`config.mk`:
```
export PLATFORM = sky130hd
export DESIGN_NAME = host_serial_master
export DESIGN_NICKNAME = d
export VERILOG_FILES = /design/src/rtl/host_link_pkg.sv /design/src/rtl/burst_buffer.sv /design/src/rtl/host_serial_master.sv /design/src/rtl/tick_divider.sv
export SDC_FILE = /design/constraint.sdc
export NUM_CORES = 1
export LEC_CHECK = 0
export BUFFER_PORTS_ARGS = -buffer_cell sky130_fd_sc_hd__buf_4
export CORE_ASPECT_RATIO = 1.2
export CORE_MARGIN = 3
export CORE_UTILIZATION = 45
export CTS_CLUSTER_DIAMETER = 40
export CTS_CLUSTER_SIZE = 28
export DETAILED_ROUTE_END_ITERATION = 6
export GPL_TIMING_DRIVEN = 1
export PLACE_DENSITY = 0.68
export SYNTH_ARGS = -nofsm -noshare
export SYNTH_HDL_FRONTEND = slang
export SYNTH_SLANG_ARGS = --single-unit
```
`constraint.sdc`:
```
create_clock -name core_clk_i -period 5 [get_ports core_clk_i]
set_input_delay 1 -clock core_clk_i [delete_from_list [all_inputs] [get_ports core_clk_i]]
set_output_delay 1 -clock core_clk_i [all_outputs]
set_load 0.01 [all_outputs]
```
`src/rtl/host_link_pkg.sv`:
```
// Shared constants and types of the serial host link controller
package host_link_pkg;

   // ----------------------------------------------------------------
   // Register port
   // ----------------------------------------------------------------
   localparam int          BUS_AW      = 4;
   localparam int          BUS_DW      = 16;
   localparam logic [3:0]  OFS_CTRL    = 4'h0;
   localparam logic [3:0]  OFS_XFER    = 4'h1;
   localparam logic [3:0]  OFS_STATUS  = 4'h2;
   localparam logic [3:0]  OFS_PTR     = 4'h3;
   localparam logic [3:0]  OFS_DATA    = 4'h4;
   localparam int          STAT_BUSY   = 0;
   localparam int          STAT_DONE   = 1;
   localparam int          STAT_NACK   = 2;
   localparam logic [4:0]  CTRL_RESET  = 5'h00;
   localparam logic [15:0] XFER_RESET  = 16'h0000;

   // ----------------------------------------------------------------
   // Far device map and link constants
   // ----------------------------------------------------------------
   localparam logic [6:0]  DEV_ADDR_HIGH   = 7'h29;
   localparam logic [6:0]  DEV_ADDR_LOW    = 7'h28;
   localparam logic [6:0]  CH_COMMAND_IN   = 7'h00;
   localparam logic [6:0]  CH_WAKEUP_OUT   = 7'h01;
   localparam logic [6:0]  CH_NONWAKE_OUT  = 7'h02;
   localparam logic [6:0]  CH_STATUS_OUT   = 7'h03;
   localparam int          QUARTER_CYCLES  = 63;
   localparam int          BUF_DEPTH       = 16;

   // ----------------------------------------------------------------
   // Types
   // ----------------------------------------------------------------
   typedef struct packed {
      logic split;       // Read through STOP and fresh START
      logic addr_sel;    // Level driven on host_data_out in I2C mode
      logic cpol;        // SPI mode 1/1 when set, 0/0 when clear
      logic three_wire;  // SPI data both ways on host_data
      logic spi;         // SPI protocol when set
   } ctrl_s;

   typedef struct packed {
      logic [7:0] len;   // Data bytes in the burst
      logic       read;  // Read burst when set
      logic [6:0] addr;  // Device register address
   } xfer_s;

   typedef enum logic [2:0] {SEG_DEVW, SEG_REG, SEG_WDATA, SEG_DEVR, SEG_RDATA} seg_e;
   typedef enum logic [2:0] {ST_IDLE, ST_SEL, ST_START, ST_BYTE, ST_STOP, ST_DESEL} state_e;

endpackage

```
`src/rtl/burst_buffer.sv`:
```
// Burst byte buffer with registered read data
module burst_buffer #(
   parameter int WIDTH = 8,
   parameter int DEPTH = 16
) (
   // Clock and reset
   input  wire logic                     core_clk_i,
   input  wire logic                     rst_b_i,
   // Write port
   input  wire logic                     we_i,
   input  wire logic [$clog2(DEPTH)-1:0] waddr_i,
   input  wire logic [WIDTH-1:0]         wdata_i,
   // Read port
   input  wire logic [$clog2(DEPTH)-1:0] raddr_i,
   output logic      [WIDTH-1:0]         rdata_o
);
   generate
      if (DEPTH < 2 || WIDTH < 1) begin : g_bad
         $error("burst_buffer: DEPTH must be at least 2");
      end
   endgenerate

   logic [WIDTH-1:0] mem [DEPTH];

   // Storage
   always_ff @(posedge core_clk_i) begin
      if (we_i) begin
         mem[waddr_i] <= wdata_i;
      end
   end

   // Registered read
   always_ff @(posedge core_clk_i or negedge rst_b_i) begin
      if (!rst_b_i) begin
         rdata_o <= '0;
      end else begin
         rdata_o <= mem[raddr_i];
      end
   end
endmodule

```
`src/rtl/host_serial_master.sv`:
```
// Host side controller of the dual-mode I2C / SPI serial slave port
module host_serial_master
   import host_link_pkg::*;
#(
   parameter int QUARTER = QUARTER_CYCLES,
   parameter int DEPTH   = BUF_DEPTH
) (
   // Clock and reset
   input  wire logic              core_clk_i,
   input  wire logic              rst_b_i,
   // Register port
   input  wire logic [BUS_AW-1:0] reg_addr_i,
   input  wire logic [BUS_DW-1:0] reg_wdata_i,
   input  wire logic              reg_wr_i,
   input  wire logic              reg_rd_i,
   output logic      [BUS_DW-1:0] reg_rdata_o,
   // Serial clock pin
   output logic                   host_clock_o,
   output logic                   host_clock_oe_o,
   // Serial data pin
   input  wire logic              host_data_i,
   output logic                   host_data_o,
   output logic                   host_data_oe_o,
   // Data out / address select pin
   input  wire logic              host_data_out_i,
   output logic                   host_data_out_o,
   output logic                   host_data_out_oe_o,
   // Select pin
   output logic                   host_select_b_o
);
   localparam int         IW      = $clog2(DEPTH);
   localparam logic [7:0] DEPTH_B = 8'(DEPTH);

   generate
      if (DEPTH < 2 || DEPTH > 255) begin : g_bad
         $error("host_serial_master: DEPTH must lie in 2..255");
      end
   endgenerate

   // ----------------------------------------------------------------
   // Declarations
   // ----------------------------------------------------------------
   ctrl_s         ctrl;
   xfer_s         xfer;
   state_e        state;
   seg_e          seg;
   logic          busy;
   logic          done;
   logic          nack;
   logic          start;
   logic          fin_pulse;
   logic          nack_pulse;
   logic          tick;
   logic [1:0]    phase;
   logic [3:0]    bitn;
   logic [7:0]    tx;
   logic [7:0]    rx;
   logic [7:0]    cnt;
   logic [7:0]    cnt_inc;
   logic          scl;
   logic          sda_low;
   logic          mosi;
   logic          sdo_rel;
   logic          cs_b;
   logic          restart_pend;
   logic          eng_we;
   logic [IW-1:0] eng_wa;
   logic [7:0]    eng_wd;
   logic [IW-1:0] ptr;
   logic [IW-1:0] next_ptr;
   logic [7:0]    mem_q;
   logic          sw_data_wr;
   logic          sw_data_rd;
   logic [1:0]    sda_sync;
   logic [1:0]    hdo_sync;
   logic          bit_in;
   logic [6:0]    dev_addr;
   logic          last_rd;

   // ----------------------------------------------------------------
   // Pin synchronisers and derived terms
   // ----------------------------------------------------------------
   // Two flops on each pin read back from the device
   always_ff @(posedge core_clk_i or negedge rst_b_i) begin
      if (!rst_b_i) begin
         sda_sync <= 2'h3;
         hdo_sync <= 2'h3;
      end else begin
         sda_sync <= {sda_sync[0], host_data_i};
         hdo_sync <= {hdo_sync[0], host_data_out_i};
      end
   end

   assign bit_in     = (ctrl.spi && !ctrl.three_wire) ? hdo_sync[1] : sda_sync[1];
   assign dev_addr   = ctrl.addr_sel ? DEV_ADDR_HIGH : DEV_ADDR_LOW;
   assign cnt_inc    = cnt + 8'h01;
   assign last_rd    = (cnt_inc == xfer.len);
   assign sw_data_wr = reg_wr_i && (reg_addr_i == OFS_DATA) && !busy;
   assign sw_data_rd = reg_rd_i && (reg_addr_i == OFS_DATA) && !busy;
   assign start      = reg_wr_i && (reg_addr_i == OFS_XFER) && !busy
                       && (reg_wdata_i[15:8] <= DEPTH_B)
                       && !(reg_wdata_i[7] && reg_wdata_i[15:8] == 8'h00);

   // Buffer pointer for the next software access
   always_comb begin
      next_ptr = ptr;
      if (reg_wr_i && reg_addr_i == OFS_PTR && !busy) begin
         next_ptr = reg_wdata_i[IW-1:0];
      end else if (sw_data_wr || sw_data_rd) begin
         next_ptr = ptr + IW'(1);
      end
   end

   // ----------------------------------------------------------------
   // Submodules
   // ----------------------------------------------------------------
   tick_divider #(.DIV(QUARTER)) u_div (
      .core_clk_i (core_clk_i),
      .rst_b_i    (rst_b_i),
      .en_i       (busy),
      .tick_o     (tick)
   );

   burst_buffer #(.WIDTH(8), .DEPTH(DEPTH)) u_buf (
      .core_clk_i (core_clk_i),
      .rst_b_i    (rst_b_i),
      .we_i       (busy ? eng_we : sw_data_wr),
      .waddr_i    (busy ? eng_wa : ptr),
      .wdata_i    (busy ? eng_wd : reg_wdata_i[7:0]),
      .raddr_i    (busy ? cnt[IW-1:0] : next_ptr),
      .rdata_o    (mem_q)
   );

   // ----------------------------------------------------------------
   // Registers
   // ----------------------------------------------------------------
   // Configuration and transfer request, frozen while busy
   always_ff @(posedge core_clk_i or negedge rst_b_i) begin
      if (!rst_b_i) begin
         ctrl <= ctrl_s'(CTRL_RESET);
         xfer <= xfer_s'(XFER_RESET);
      end else begin
         if (reg_wr_i && reg_addr_i == OFS_CTRL && !busy) begin
            ctrl <= ctrl_s'(reg_wdata_i[4:0]);
         end
         if (start) begin
            xfer <= xfer_s'(reg_wdata_i);
         end
      end
   end

   // Status flags and buffer pointer
   always_ff @(posedge core_clk_i or negedge rst_b_i) begin
      if (!rst_b_i) begin
         busy <= 1'b0;
         done <= 1'b0;
         nack <= 1'b0;
         ptr  <= '0;
      end else begin
         ptr <= next_ptr;
         if (start) begin
            busy <= 1'b1;
            done <= 1'b0;
            nack <= 1'b0;
         end else begin
            if (fin_pulse) begin
               busy <= 1'b0;
               done <= 1'b1;
            end
            if (nack_pulse) begin
               nack <= 1'b1;
            end
         end
      end
   end

   // Read data in the cycle after the strobe
   always_ff @(posedge core_clk_i or negedge rst_b_i) begin
      if (!rst_b_i) begin
         reg_rdata_o <= '0;
      end else if (reg_rd_i) begin
         unique case (reg_addr_i)
            OFS_CTRL:   reg_rdata_o <= {11'h000, ctrl};
            OFS_XFER:   reg_rdata_o <= xfer;
            OFS_STATUS: reg_rdata_o <= {13'h0000, nack, done, busy};
            OFS_PTR:    reg_rdata_o <= BUS_DW'(ptr);
            OFS_DATA:   reg_rdata_o <= {8'h00, mem_q};
            default:    reg_rdata_o <= '0;
         endcase
      end
   end

   // ----------------------------------------------------------------
   // Link sequencer
   // ----------------------------------------------------------------
   // Quarter-bit phases: 0 clock low, 1 data, 2 clock high, 3 sample
   always_ff @(posedge core_clk_i or negedge rst_b_i) begin
      if (!rst_b_i) begin
         state        <= ST_IDLE;
         seg          <= SEG_DEVW;
         phase        <= 2'h0;
         bitn         <= 4'h0;
         tx           <= 8'hff;
         rx           <= 8'h00;
         cnt          <= 8'h00;
         scl          <= 1'b1;
         sda_low      <= 1'b0;
         mosi         <= 1'b1;
         sdo_rel      <= 1'b0;
         cs_b         <= 1'b1;
         restart_pend <= 1'b0;
         fin_pulse    <= 1'b0;
         nack_pulse   <= 1'b0;
         eng_we       <= 1'b0;
         eng_wa       <= '0;
         eng_wd       <= 8'h00;
      end else begin
         fin_pulse  <= 1'b0;
         nack_pulse <= 1'b0;
         eng_we     <= 1'b0;
         unique case (state)
            ST_IDLE: begin
               scl     <= ctrl.spi ? ctrl.cpol : 1'b1;
               sda_low <= 1'b0;
               cs_b    <= 1'b1;
               phase   <= 2'h0;
               bitn    <= 4'h0;
               cnt     <= 8'h00;
               if (start) begin
                  state <= ctrl.spi ? ST_SEL : ST_START;
                  seg   <= ctrl.spi ? SEG_REG : SEG_DEVW;
               end
            end
            ST_SEL: if (tick) begin
               phase <= phase + 2'h1;
               if (phase == 2'h0) scl <= ctrl.cpol;
               if (phase == 2'h1) cs_b <= 1'b0;
               if (phase == 2'h3) state <= ST_BYTE;
            end
            ST_START: if (tick) begin
               phase <= phase + 2'h1;
               if (phase == 2'h0) scl <= 1'b0; // Clock low first: a repeated START follows an ACK
               if (phase == 2'h1) sda_low <= 1'b0;
               if (phase == 2'h2) scl <= 1'b1;
               if (phase == 2'h3) begin
                  sda_low <= 1'b1;
                  state   <= ST_BYTE;
               end
            end
            ST_BYTE: if (tick) begin
               phase <= phase + 2'h1;
               unique case (phase)
                  2'h0: begin
                     scl <= 1'b0;
                     if (bitn == 4'h0) begin
                        unique case (seg)
                           SEG_DEVW:  tx <= {dev_addr, 1'b0};
                           SEG_REG:   tx <= {ctrl.spi & xfer.read, xfer.addr};
                           SEG_WDATA: tx <= mem_q;
                           SEG_DEVR:  tx <= {dev_addr, 1'b1};
                           SEG_RDATA: tx <= 8'hff;
                        endcase
                     end
                  end
                  2'h1: begin
                     if (bitn < 4'h8) begin
                        sda_low <= (seg != SEG_RDATA) && !tx[7];
                        mosi    <= tx[7];
                        sdo_rel <= ctrl.three_wire && seg == SEG_RDATA;
                     end else begin
                        sda_low <= (seg == SEG_RDATA) && !last_rd;
                     end
                  end
                  2'h2: scl <= 1'b1;
                  2'h3: begin
                     if (bitn < 4'h8) begin
                        rx <= {rx[6:0], bit_in};
                        tx <= {tx[6:0], 1'b1};
                     end
                     bitn <= bitn + 4'h1;
                     if ((ctrl.spi && bitn == 4'h7) || bitn == 4'h8) begin
                        bitn <= 4'h0;
                        if (!ctrl.spi && seg != SEG_RDATA && bit_in) begin
                           nack_pulse <= 1'b1;
                           state      <= ST_STOP;
                        end else begin
                           unique case (seg)
                              SEG_DEVW: seg <= SEG_REG;
                              SEG_REG: begin
                                 if (!xfer.read) begin
                                    seg <= SEG_WDATA;
                                    if (xfer.len == 8'h00) begin
                                       state <= ctrl.spi ? ST_DESEL : ST_STOP;
                                    end
                                 end else if (ctrl.spi) begin
                                    seg <= SEG_RDATA;
                                 end else begin
                                    seg          <= SEG_DEVR;
                                    restart_pend <= ctrl.split;
                                    state        <= ctrl.split ? ST_STOP : ST_START;
                                 end
                              end
                              SEG_WDATA: begin
                                 cnt <= cnt_inc;
                                 if (last_rd) state <= ctrl.spi ? ST_DESEL : ST_STOP;
                              end
                              SEG_DEVR: seg <= SEG_RDATA;
                              SEG_RDATA: begin
                                 eng_we <= 1'b1;
                                 eng_wa <= cnt[IW-1:0];
                                 eng_wd <= ctrl.spi ? {rx[6:0], bit_in} : rx;
                                 cnt    <= cnt_inc;
                                 if (last_rd) state <= ctrl.spi ? ST_DESEL : ST_STOP;
                              end
                           endcase
                        end
                     end
                  end
               endcase
            end
            ST_STOP: if (tick) begin
               phase <= phase + 2'h1;
               if (phase == 2'h0) scl <= 1'b0;
               if (phase == 2'h1) sda_low <= 1'b1;
               if (phase == 2'h2) scl <= 1'b1;
               if (phase == 2'h3) begin
                  sda_low <= 1'b0;
                  if (restart_pend) begin
                     restart_pend <= 1'b0;
                     state        <= ST_START;
                  end else begin
                     fin_pulse <= 1'b1;
                     state     <= ST_IDLE;
                  end
               end
            end
            ST_DESEL: if (tick) begin
               phase <= phase + 2'h1;
               if (phase == 2'h0) scl <= ctrl.cpol;
               if (phase == 2'h1) begin
                  cs_b    <= 1'b1;
                  sdo_rel <= 1'b0;
               end
               if (phase == 2'h3) begin
                  fin_pulse <= 1'b1;
                  state     <= ST_IDLE;
               end
            end
         endcase
      end
   end

   // ----------------------------------------------------------------
   // Pin drivers
   // ----------------------------------------------------------------
   // I2C lines are open drain; SPI lines are push-pull
   always_ff @(posedge core_clk_i or negedge rst_b_i) begin
      if (!rst_b_i) begin
         host_clock_o       <= 1'b0;
         host_clock_oe_o    <= 1'b0;
         host_data_o        <= 1'b0;
         host_data_oe_o     <= 1'b0;
         host_data_out_o    <= 1'b0;
         host_data_out_oe_o <= 1'b0;
         host_select_b_o    <= 1'b1;
      end else begin
         host_clock_o       <= ctrl.spi & scl;
         host_clock_oe_o    <= ctrl.spi | ~scl;
         host_data_o        <= ctrl.spi & mosi;
         host_data_oe_o     <= ctrl.spi ? ~sdo_rel : sda_low;
         host_data_out_o    <= ctrl.addr_sel;
         host_data_out_oe_o <= ~ctrl.spi;
         host_select_b_o    <= ctrl.spi ? cs_b : 1'b1;
      end
   end

endmodule

```
`src/rtl/tick_divider.sv`:
```
// Quarter-bit enable pulse divider
module tick_divider #(
   parameter int DIV = 63
) (
   // Clock and reset
   input  wire logic core_clk_i,
   input  wire logic rst_b_i,
   // Control and pulse
   input  wire logic en_i,
   output logic      tick_o
);
   localparam int CW = $clog2(DIV);

   generate
      if (DIV < 4) begin : g_bad
         $error("tick_divider: DIV must be at least 4");
      end
   endgenerate

   logic [CW-1:0] count;

   // Count while enabled and pulse once per period
   always_ff @(posedge core_clk_i or negedge rst_b_i) begin
      if (!rst_b_i) begin
         count  <= '0;
         tick_o <= 1'b0;
      end else if (!en_i) begin
         count  <= '0;
         tick_o <= 1'b0;
      end else if (count == CW'(DIV - 1)) begin
         count  <= '0;
         tick_o <= 1'b1;
      end else begin
         count  <= count + CW'(1);
         tick_o <= 1'b0;
      end
   end
endmodule

```
Word level (Yosys, flattened, before mapping)
Memory sizes are Yosys's and may differ from the RTL's. A register that Yosys moved wholly into a read port is not among the register bits.
Index checks and enable logic that the tools add are counted.
{ "classes": {"reduce_logical": 62, "magnitude_cmp": 2, "mux": 124, "n_addsub": 5, "bitwise": 8, "eq_ne": 57} }
{ "ops": {"columns": ["cell", "count"], "rows": [
  ["$pmux 16 s5", 1],
  ["$mux 8", 9],
  ["$mux 3", 23],
  ["$mux 1", 63],
  ["$pmux 8 s5", 1],
  ["$pmux 8 s2", 2],
  ["$ne 2x2->1 const B", 15],
  ["$mux 4", 7],
  ["$ne 2x1->1 const B", 12],
  ["$reduce_and 6->1", 4],
  ["$logic_and 1x1->1", 20],
  ["$logic_not 8->1", 2],
  ["$pmux 3 s5", 1],
  ["$reduce_and 14->1", 1],
  ["$reduce_and 7->1", 2],
  ["$eq 3x2->1 const B", 4],
  ["$mux 6", 2],
  ["$ne 3x3->1 const B", 4],
  ["$pmux 3 s2", 2],
  ["$reduce_bool 2->1", 6],
  ["$ne 5x5->1 const B", 2],
  ["$reduce_and 10->1", 1],
  ["$reduce_and 5->1", 2],
  ["$eq 3x3->1 const B", 3],
  ["other kinds (40)", 69]
]} }
{ "word_totals": {"memories": 1, "ff_bits": 119, "inputBits": 26, "elab_cells": 301, "ram_bits": 128, "out_inout_bits": 23} }
{ "memory_table": {"columns": ["memory", "depth", "word_bits", "rd", "rd_clocked_by_memory_dff", "write_ports", "line_no", "rtl"], "rows": [
  ["u_buf.mem", 16, 8, 1, 1, 1, "burst_buffer.sv:23", "logic [WIDTH-1:0] mem [DEPTH];"]
]} }

Depth between registers and ports, before layout
Gate-level depths: netlist (run 1).
{ "logic_depth": {"ltp_word": 9, "ltp_mapped": 10, "ltp_nobuf": 9} }

Hierarchy
From an unflattened synthesis (run 1), not the netlist that was laid out.
{ "unflattened": {"hier_cells": 845, "area_unflattened_um2": 11476.0} }
{ "by_module_without_submodules": {"columns": ["mod", "n_inst", "seq_area_each_um2", "area_per_inst_um2", "cells_per_inst"], "rows": [
  ["host_serial_master", 1, 2822.7, 5978.2, 587],
  ["burst_buffer", 1, 4043.9, 5187.5, 229],
  ["tick_divider", 1, 175.2, 310.3, 29]
]} }

Worst setup path before layout (run 1)
Ideal clock, no wire load.
{ "synth_path": {"kind": "input to register", "start": "input reg_addr_i[2]", "end": "register u_buf.rdata_o[5], read port of u_buf.mem", "arrival_ns": 3.288, "stages": 9, "setup_ns": 0.138, "path_slack_ns": 1.574, "t_required_ns": 4.862, "n_path_buf": 2, "path_cell_list": "buf_2 > or4b_2 > nor3_2 > a311oi_4 > or2_1 > buf_6 > a211oi_1 > a311oi_1 > or4_1"} }
{ "synth_between": {"elab_chain_len": 7, "word_cells_on_any_way": 12, "classes_between": "eq/ne: 2; mux: 3; reduce/logical: 7"} }
{ "synth_rtl": {"columns": ["item", "line_no", "rtl"], "rows": [
  ["start, declared", "host_serial_master.sv:12", "input wire logic [BUS_AW-1:0] reg_addr_i,"],
  ["$eq 4x3->1", "host_serial_master.sv:98, host_serial_master.sv:99", null],
  ["$logic_and 1x1->1, on equally long branches (2 in series)", "host_serial_master.sv:98, host_serial_master.sv:99", null],
  ["$logic_or 1x1->1", "host_serial_master.sv:109", "end else if (sw_data_wr || sw_data_rd) begin"],
  ["$mux 4", "host_serial_master.sv:109", null],
  ["$mux 4 *", "host_serial_master.sv:107", "if (reg_wr_i && reg_addr_i == OFS_PTR && !busy) begin"],
  ["$mux 4 *", "host_serial_master.sv:130", ".raddr_i (busy ? cnt[IW-1:0] : next_ptr),"],
  ["end, declared", "burst_buffer.sv:15", "output logic [WIDTH-1:0] rdata_o"]
]} }
Every way passes the cells marked *; elsewhere a longest branch is shown, timed or not.
A chain may end at the register's enable or synchronous reset.

Final worst setup path (run 1)
{ "layout_path": {"start": "input reg_addr_i[1]", "end": "register u_buf.rdata_o[4], read port of u_buf.mem"} }
The elaborated chain is that of the path after synthesis.

==> results of run 1 <==
flip-flops by register name (all words and copies together), names as in the netlist, 4 cells and up:
name           flops
bitn               4
cnt                8
ctrl               5
eng_wa             4
eng_wd             8
ptr                4
reg_rdata_o       16
rx                 8
tx                 8
u_buf.mem        128
u_buf.rdata_o      8
u_div.count        6
xfer              16
metal layers:
| metal | up-vias | wire length (µm) |
|---|---|---|
| met3 | 103 | 2160 |
| met5 | - | 0 |
| li1 | 4012 | - |
| met4 | 0 | 1630 |
| met1 | 4213 | 12100 |
| met2 | 345 | 15200 |
cells in the mapped netlist, drive strengths merged (4+ instances only):
master / instances / share of area, %
o22a: 4 / 0.29
nand4: 5 / 0.26
nand2: 100 / 3.1
edfxtp: 128 / 32
o2111ai: 5 / 0.37
clkbuf: 36 / 1.1
mux2i: 39 / 3.3
nor3b: 4 / 0.25
o211ai: 11 / 0.69
nand2b: 7 / 0.37
o22ai: 13 / 0.68
a21oi: 55 / 2.3
or4: 4 / 0.25
nor2b: 13 / 0.68
nand3: 30 / 1.3
a22o: 9 / 0.66
o31ai: 5 / 0.31
and3: 21 / 1.1
xnor2: 12 / 0.88
nor2: 95 / 3.0
a22oi: 10 / 0.63
a311oi: 8 / 0.73
dfstp: 16 / 3.5
a211o: 7 / 0.51
a211oi: 25 / 1.6
inv: 30 / 0.94
xor2: 8 / 0.59
o21ai: 63 / 2.6
mux2: 43 / 4.1
a32oi: 8 / 0.59
a21o: 4 / 0.25
buf: 23 / 0.96
dfrtp: 111 / 23
ha: 10 / 1.0
a31oi: 10 / 0.52
nor3: 15 / 0.71
nor4: 10 / 0.52
and2: 16 / 0.84
path summary, 6_finish.rpt:
| kind | end | slack (ns) |
|---|---|---|
| setup / recovery | u_buf.rdata_o[4] | 1.20 |
| hold / removal | sda_sync[1] | 0.36 |
| setup reg to reg | u_buf.rdata_o[5] | 1.64 |
| hold reg to reg | sda_sync[1] | 0.36 |
| max in group asynchronous | scl | 3.47 |
| min in group asynchronous | host_data_out_oe_o | 0.56 |
through the flow:
stage | power (mW) | utilization [%] | cells | instance area (µm²) | setup WS (ns)
2_1_floorplan | 2.27 | - | 1053 | 12000 | 1.57
3_3_place_gp | 2.33 | 48.9 | 1390 | 12600 | 0.849
3_5_place_dp | 2.33 | 48.9 | 1390 | 12600 | 0.764
4_1_cts | 4.95 | 53.8 | 1453 | 13900 | 1.26
5_1_grt | 5.04 | 53.8 | 1453 | 13900 | 1.06
6_report | 4.90 | 53.8 | 1453 | 13900 | 1.20
power breakdown:
group,switching [mW],internal (mW)
clock,0.999,1.61
combinational,0.0560,0.0314
sequential,0.00572,2.20
worst reg2reg max path: cells and delay by family (launching register included):
kind | cells | cell delay [ns]
flops | 1 | 0.51
compound gates | 3 | 0.56
simple gates | 4 | 2.16
layout make-up:
cell class	count	area [µm²]
multi-input combinational	708	4550
sequential	255	7040
tap	330	413
timing repair buffer	66	499
inverter	31	116
fill	2200	11900
clock buffer	43	990
clock inverter	20	256
kinds of logic (layout without fill, tap and decap cells):
group,count (synthesis),after routing,share of synthesized area [%]
AO/OA/AOI/OAI,263,263,14.8
XOR/XNOR,20,20,1.47
adder cells (fa/ha/maj),10,10,1.05
buffers and inverters,90,160,3.07
flip-flops,255,255,58.9
multiplexers,82,82,7.32
AND/OR/NAND/NOR,333,333,13.4
==> flow_summary.toml, run 1 <==
[run_status]
status = "completed"

[worst_setup_path]
crit_type = "in2reg"
r2r_cells = 7
cp_slowest_cell = "or2_1"
cp.depth = 7
r2r_start = "busy"
path_buf_inv = 1
crit_required_ns = 5.37
cpPeakStageDelay_ns = 0.78
startpoint_type = "input port"
cp.arrival_ns = 4.18
crit_path_end_kind = "register"
startpoint = "reg_addr_i[1]"
path_cells = "buf_4 -> or4b_4 -> or3_4 -> a311oi_4 -> or2_1 -> a311oi_1 -> or4_1"
crit_path_max_fanout = 25
critPathTopFamily = "simple AND/OR/NAND/NOR gates"

[detailed_routing]
drt.antenna.violating_nets = 0
drc = 0
drtIter0Drc = 671
via_per_inst = 5.97
vias = 8673
drt_first_pass_iters = 5
wirelength_um = 31100
wire_per_inst_um = 21.4

[synthesis]
synthesis.nets = 1089
synth-async-reset-ratio_pct = 49.8
ys_seq_elements = 255
syn_inst = 1053
synth_edf_count = 128
synth_warnings = 0
synth.distinct_cells = 76
avgSynthCellArea_um2 = 11.4
netlist_area_um2 = 12000
yosysSeqAreaShare_pct = 58.9
synth_flop_cell = "edfxtp_1"

[clock_network]
clkSinkCount = 255
numCtsBuffers = 35
cts.htree.levels = 2
clkSlewWorstSetupHoldPaths_ns = 0.07
root_buffer = "clkbuf_16"
cts_tree = "built"
postCtsSetupBuffers = 0
clock_path_buffers = 3
postCtsHoldBufs = 0
worstSkewPairLatency_ns = 0.52
cts_resized = 0

[timing]
worst_pin_slew_ns = 1.20
finalCriticalPeriod_ns = 3.80
period_share_pct = 76.1
setup_violations = 0
fin_tns_setup_ns = 0
hold_viol = 0
hold_ws_ns = 0.356
drv_slew = 0
relSlewSlack_pct = 19.3
max_freq_mhz = 263
rsz0062_at_grt = "no"
skew_ns = 0.0250

[pwr]
peakVddDrop_mv = 0.283
powerDensity_nw_per_um2 = 353
p_leak_nw = 5.43

[min_path]
hp-class = "reg2reg"
whs_path_depth = 0
hp-start = "sda_sync[0]"

[finish]
layout-drive-gt1-share_pct = 17.5
syn2layout_area_growth_pct = 16.0
nNetsFinal = 1133
layout_common_cells = "edfxtp_1 (128), dfrtp_1 (111), nand2_1 (100)"
final_common_cell = "edfxtp_1"
n_antenna_cell = 0

[global_route]
grt_max_degree = 95
grtUsageMet3_pct = 4.98
groute.usage.overall_pct = 22.0
grt_pass1_vias = 8694
grt_pass1_wl_um = 49300
antenna_found_initial = 0
grt_util_met2_pct = 37.0
use_met1_pct = 27.1
grt.overflow.total = 0
grt.busiest_layer = "met2"

[placed_design]
gp_congestion = 0.901
port_buffers = 48
dpl.hpwl_um = 21400

[floorplanning]
die_area_um2 = 28600
initial_utilization_pct = 46.4
die_y_um = 185
core_um2 = 25800
die_x_um = 155
io_pins = 49
std_cell_rows = 64

[run]
maxCapViolCount = 0
No activity file was read; power rests on OpenSTA's default activity.
==> inputs of run 2 (changes only) <==
--- a/config.mk
+++ b/config.mk
@@ -5,6 +5,7 @@
 export SDC_FILE = /design/constraint.sdc
 export NUM_CORES = 1
 export LEC_CHECK = 0
+export ABC_AREA = 1
 export BUFFER_PORTS_ARGS = -buffer_cell sky130_fd_sc_hd__buf_4
 export CORE_ASPECT_RATIO = 1.2
 export CORE_MARGIN = 3
==> constraint.sdc (replaced) <==
create_clock -name core_clk_i -period 3.7 [get_ports core_clk_i]
set_input_delay 0.74 -clock core_clk_i [delete_from_list [all_inputs] [get_ports core_clk_i]]
set_output_delay 0.74 -clock core_clk_i [all_outputs]
set_load 0.01 [all_outputs]
==> run 2 against run 1 <==
  * First-iteration DRC count decreased by 3.6%
  * Register-to-register slack got worse by 0.59 ns
  * Cell count increased by 19%
  * Clock skew increased by 0.0087 ns
  * Die area increased by 2.1%
==> flow_summary.toml, run 2 <==
[placed_design]
dpl.hpwl_um = 20300
port_buffers = 48
gp_congestion = 0.946
dp_slack_ns = 0.586

[floorplanning]
io_pins = 49
die_x_um = 156
std_cell_rows = 65
die_y_um = 186
initial_utilization_pct = 46.1
die_area_um2 = 29200
core_um2 = 26500

[synthesis]
yosysMostFrequentCell = "nand2_1"
syn_inst = 1323
synth_warnings = 0
ys_top_cells_by_count = "nand2_1 (284), inv_1 (208), nand3_1 (169)"
ys_seq_elements = 255
avgSynthCellArea_um2 = 9.23
netlist_area_um2 = 12200
synth_edf_count = 128
yosysSeqAreaShare_pct = 57.7
yosys-top-cells-area = "edfxtp_1 (31%), dfrtp_1 (23%), nand2_1 (8.7%), nand3_1 (6.9%), inv_1 (6.4%)"
synth_top_cell_by_area = "edfxtp_1"
synth.distinct_cells = 52
netlist.area_leader.share_pct = 31.5
synth_flop_cell = "edfxtp_1"
synth-async-reset-ratio_pct = 49.8
synthesis.nets = 1359

[detailed_routing]
vias = 9222
drc = 0
drt_first_pass_iters = 5
via_per_inst = 5.32
drt.antenna.violating_nets = 0
wire_per_inst_um = 16.9
drtIter0Drc = 647
wirelength_um = 29300

[worst_setup_path]
regToRegSetupSlack_ns = 1.05
startpoint = "busy"
crit_required_ns = 4.22
r2r_start = "busy"
cp.arrival_ns = 3.17
crit_type = "reg2reg"
startpoint_type = "register"
crit_path_max_fanout = 25
r2r_cells = 15
crit_path_end_kind = "register"
rr_endpoint = "u_buf.rdata_o[5]"

[timing]
finalCriticalPeriod_ns = 2.65
drv_slew = 0
skew_ns = 0.0338
period_share_pct = 71.7
worst_pin_slew_ns = 1.15
setup_violations = 0
max_freq_mhz = 377
relSlewSlack_pct = 23.0
fin_tns_setup_ns = 0
rsz0062_at_grt = "no"
hold_viol = 0
hold_ws_ns = 0.284
setup_ws_ns = 1.05

[finish]
nNetsFinal = 1409
layout-drive-gt1-share_pct = 13.5
fillers = 2378
top_regs = "u_buf.mem: 128 flops, reg_rdata_o: 16 flops, xfer: 16 flops"
regMostFlops = "u_buf.mem"
n_antenna_cell = 0
layout_common_cells = "nand2_1 (283), inv_1 (208), nand3_1 (169)"
largest_reg_flops = 128
final_common_cell = "nand2_1"
syn2layout_area_growth_pct = 14.6

[clock_network]
root_buffer = "clkbuf_16"
postCtsSetupBuffers = 0
numCtsBuffers = 31
cts.htree.levels = 1
clkSinkCount = 255
cts_resized = 0
clkSlewWorstSetupHoldPaths_ns = 0.06
cts_tree = "built"
clock_path_buffers = 3
worstSkewPairLatency_ns = 0.58

[pwr]
peakVddDrop_mv = 0.372
p_sw_mw = 1.41
powerDensity_nw_per_um2 = 447
p_clk_share_pct = 50.8
p_seq_share_pct = 47.5
comb_power_share_pct = 1.6
swShare_pct = 22.6
p_total_mw = 6.26
p_int_mw = 4.84
p_leak_nw = 6.30

[global_route]
antenna_found_initial = 0
grt_max_degree = 114
groute.usage.overall_pct = 20.3
grt_pass1_vias = 9101
grt_pass1_wl_um = 47400
grt.overflow.total = 0

[min_path]
whs_path_depth = 1
holdPathEnd = "sda_sync[0]"
hp-start = "host_data_i"
hp-class = "in2reg"

[run_status]
status = "completed"

[run]
maxCapViolCount = 0
run 2: metal layers:
metal  part of all wire, %  vias to the layer above  wire length [µm]  GRT usage [%]
met2                    48                      295             14000           33.6
met3                   5.9                       90              1730           3.02
li1                      -                     4491                 -              -
met4                   4.6                        0              1360           8.96
met1                    42                     4346             12200           26.3
met5                     0                        -                 0              0
run 2: cell families (layout without fill, tap and decap cells):
kind of cell,after synthesis,count (layout),share of synthesized area [%]
AOI/OAI and AO/OA,170,170,7.90
xor gates and xnor gates,8,8,0.574
adders and majority gates,10,10,1.02
buffers and inverters,263,338,9.14
DFF,255,255,57.7
muxes,4,4,0.328
and+or+nand+nor,613,613,23.4
run 2: worst max-delay path, stage by stage (launching register included):
cell	delay, ns
dfrtp_1	0.38
buf_4	0.21
inv_6	0.16
nand2_2	0.08
inv_2	0.11
nand4_4	0.17
inv_2	0.11
nand2_1	0.06
nand2_2	0.11
nand2_2	0.06
o21ai_2	0.42
buf_4	0.31
nand3_1	0.09
nand3_1	0.07
nand3_1	0.14
nand2_1	0.09
run 2: through the flow:
| step | utilization, % | instances | instance area, µm² |
|---|---|---|---|
| global placement | 48.5 | 1674 | 12900 |
| global route | 52.8 | 1733 | 14000 |
| detailed placement | 48.5 | 1674 | 12900 |
| floorplan | - | 1323 | 12200 |
| finish | 52.8 | 1733 | 14000 |
| CTS | 52.8 | 1733 | 14000 |
run 2: power groups by stage:
stage	Clock [mW]	Sequential [mW]	Combinational (mW)
2_1_floorplan	0	3.03	0.0247
3_3_place_gp	0	3.03	0.101
3_5_place_dp	0	3.03	0.103
4_1_cts	3.24	2.97	0.104
5_1_grt	3.38	2.97	0.115
6_report	3.18	2.97	0.102
run 2: worst max-delay path by stage:
stage | cells past startpoint | slack (ns) | endpoint
final | 15 | 1.05 | u_buf.rdata_o[5]
after floorplan | 7 | 1.21 | u_buf.mem[3][0]
after global placement | 8 | 0.66 | u_buf.mem[13][5]
after CTS | 15 | 1.06 | u_buf.rdata_o[5]
after global routing | 13 | 0.85 | u_buf.rdata_o[7]
after detailed placement | 8 | 0.59 | u_buf.mem[13][5]
run 2: timing repair:
| item | 4_1_cts | 5_1_grt |
|---|---|---|
| hold buffers | 1 | 0 |
| setup endpoints to repair | 0 | 0 |
| endpoints found under the hold margin | 5 | 0 |
run 2: cell type report:
type / instances / area, µm² / area share [%]
clock inverter: 24 / 298 / 2.13
multi-input combinational: 805 / 4090 / 29.2
clock buffer: 34 / 830 / 5.93
tap: 335 / 419 / 3.00
timing repair buffer: 66 / 510 / 3.65
inverter: 214 / 808 / 5.78
sequential: 255 / 7040 / 50.3
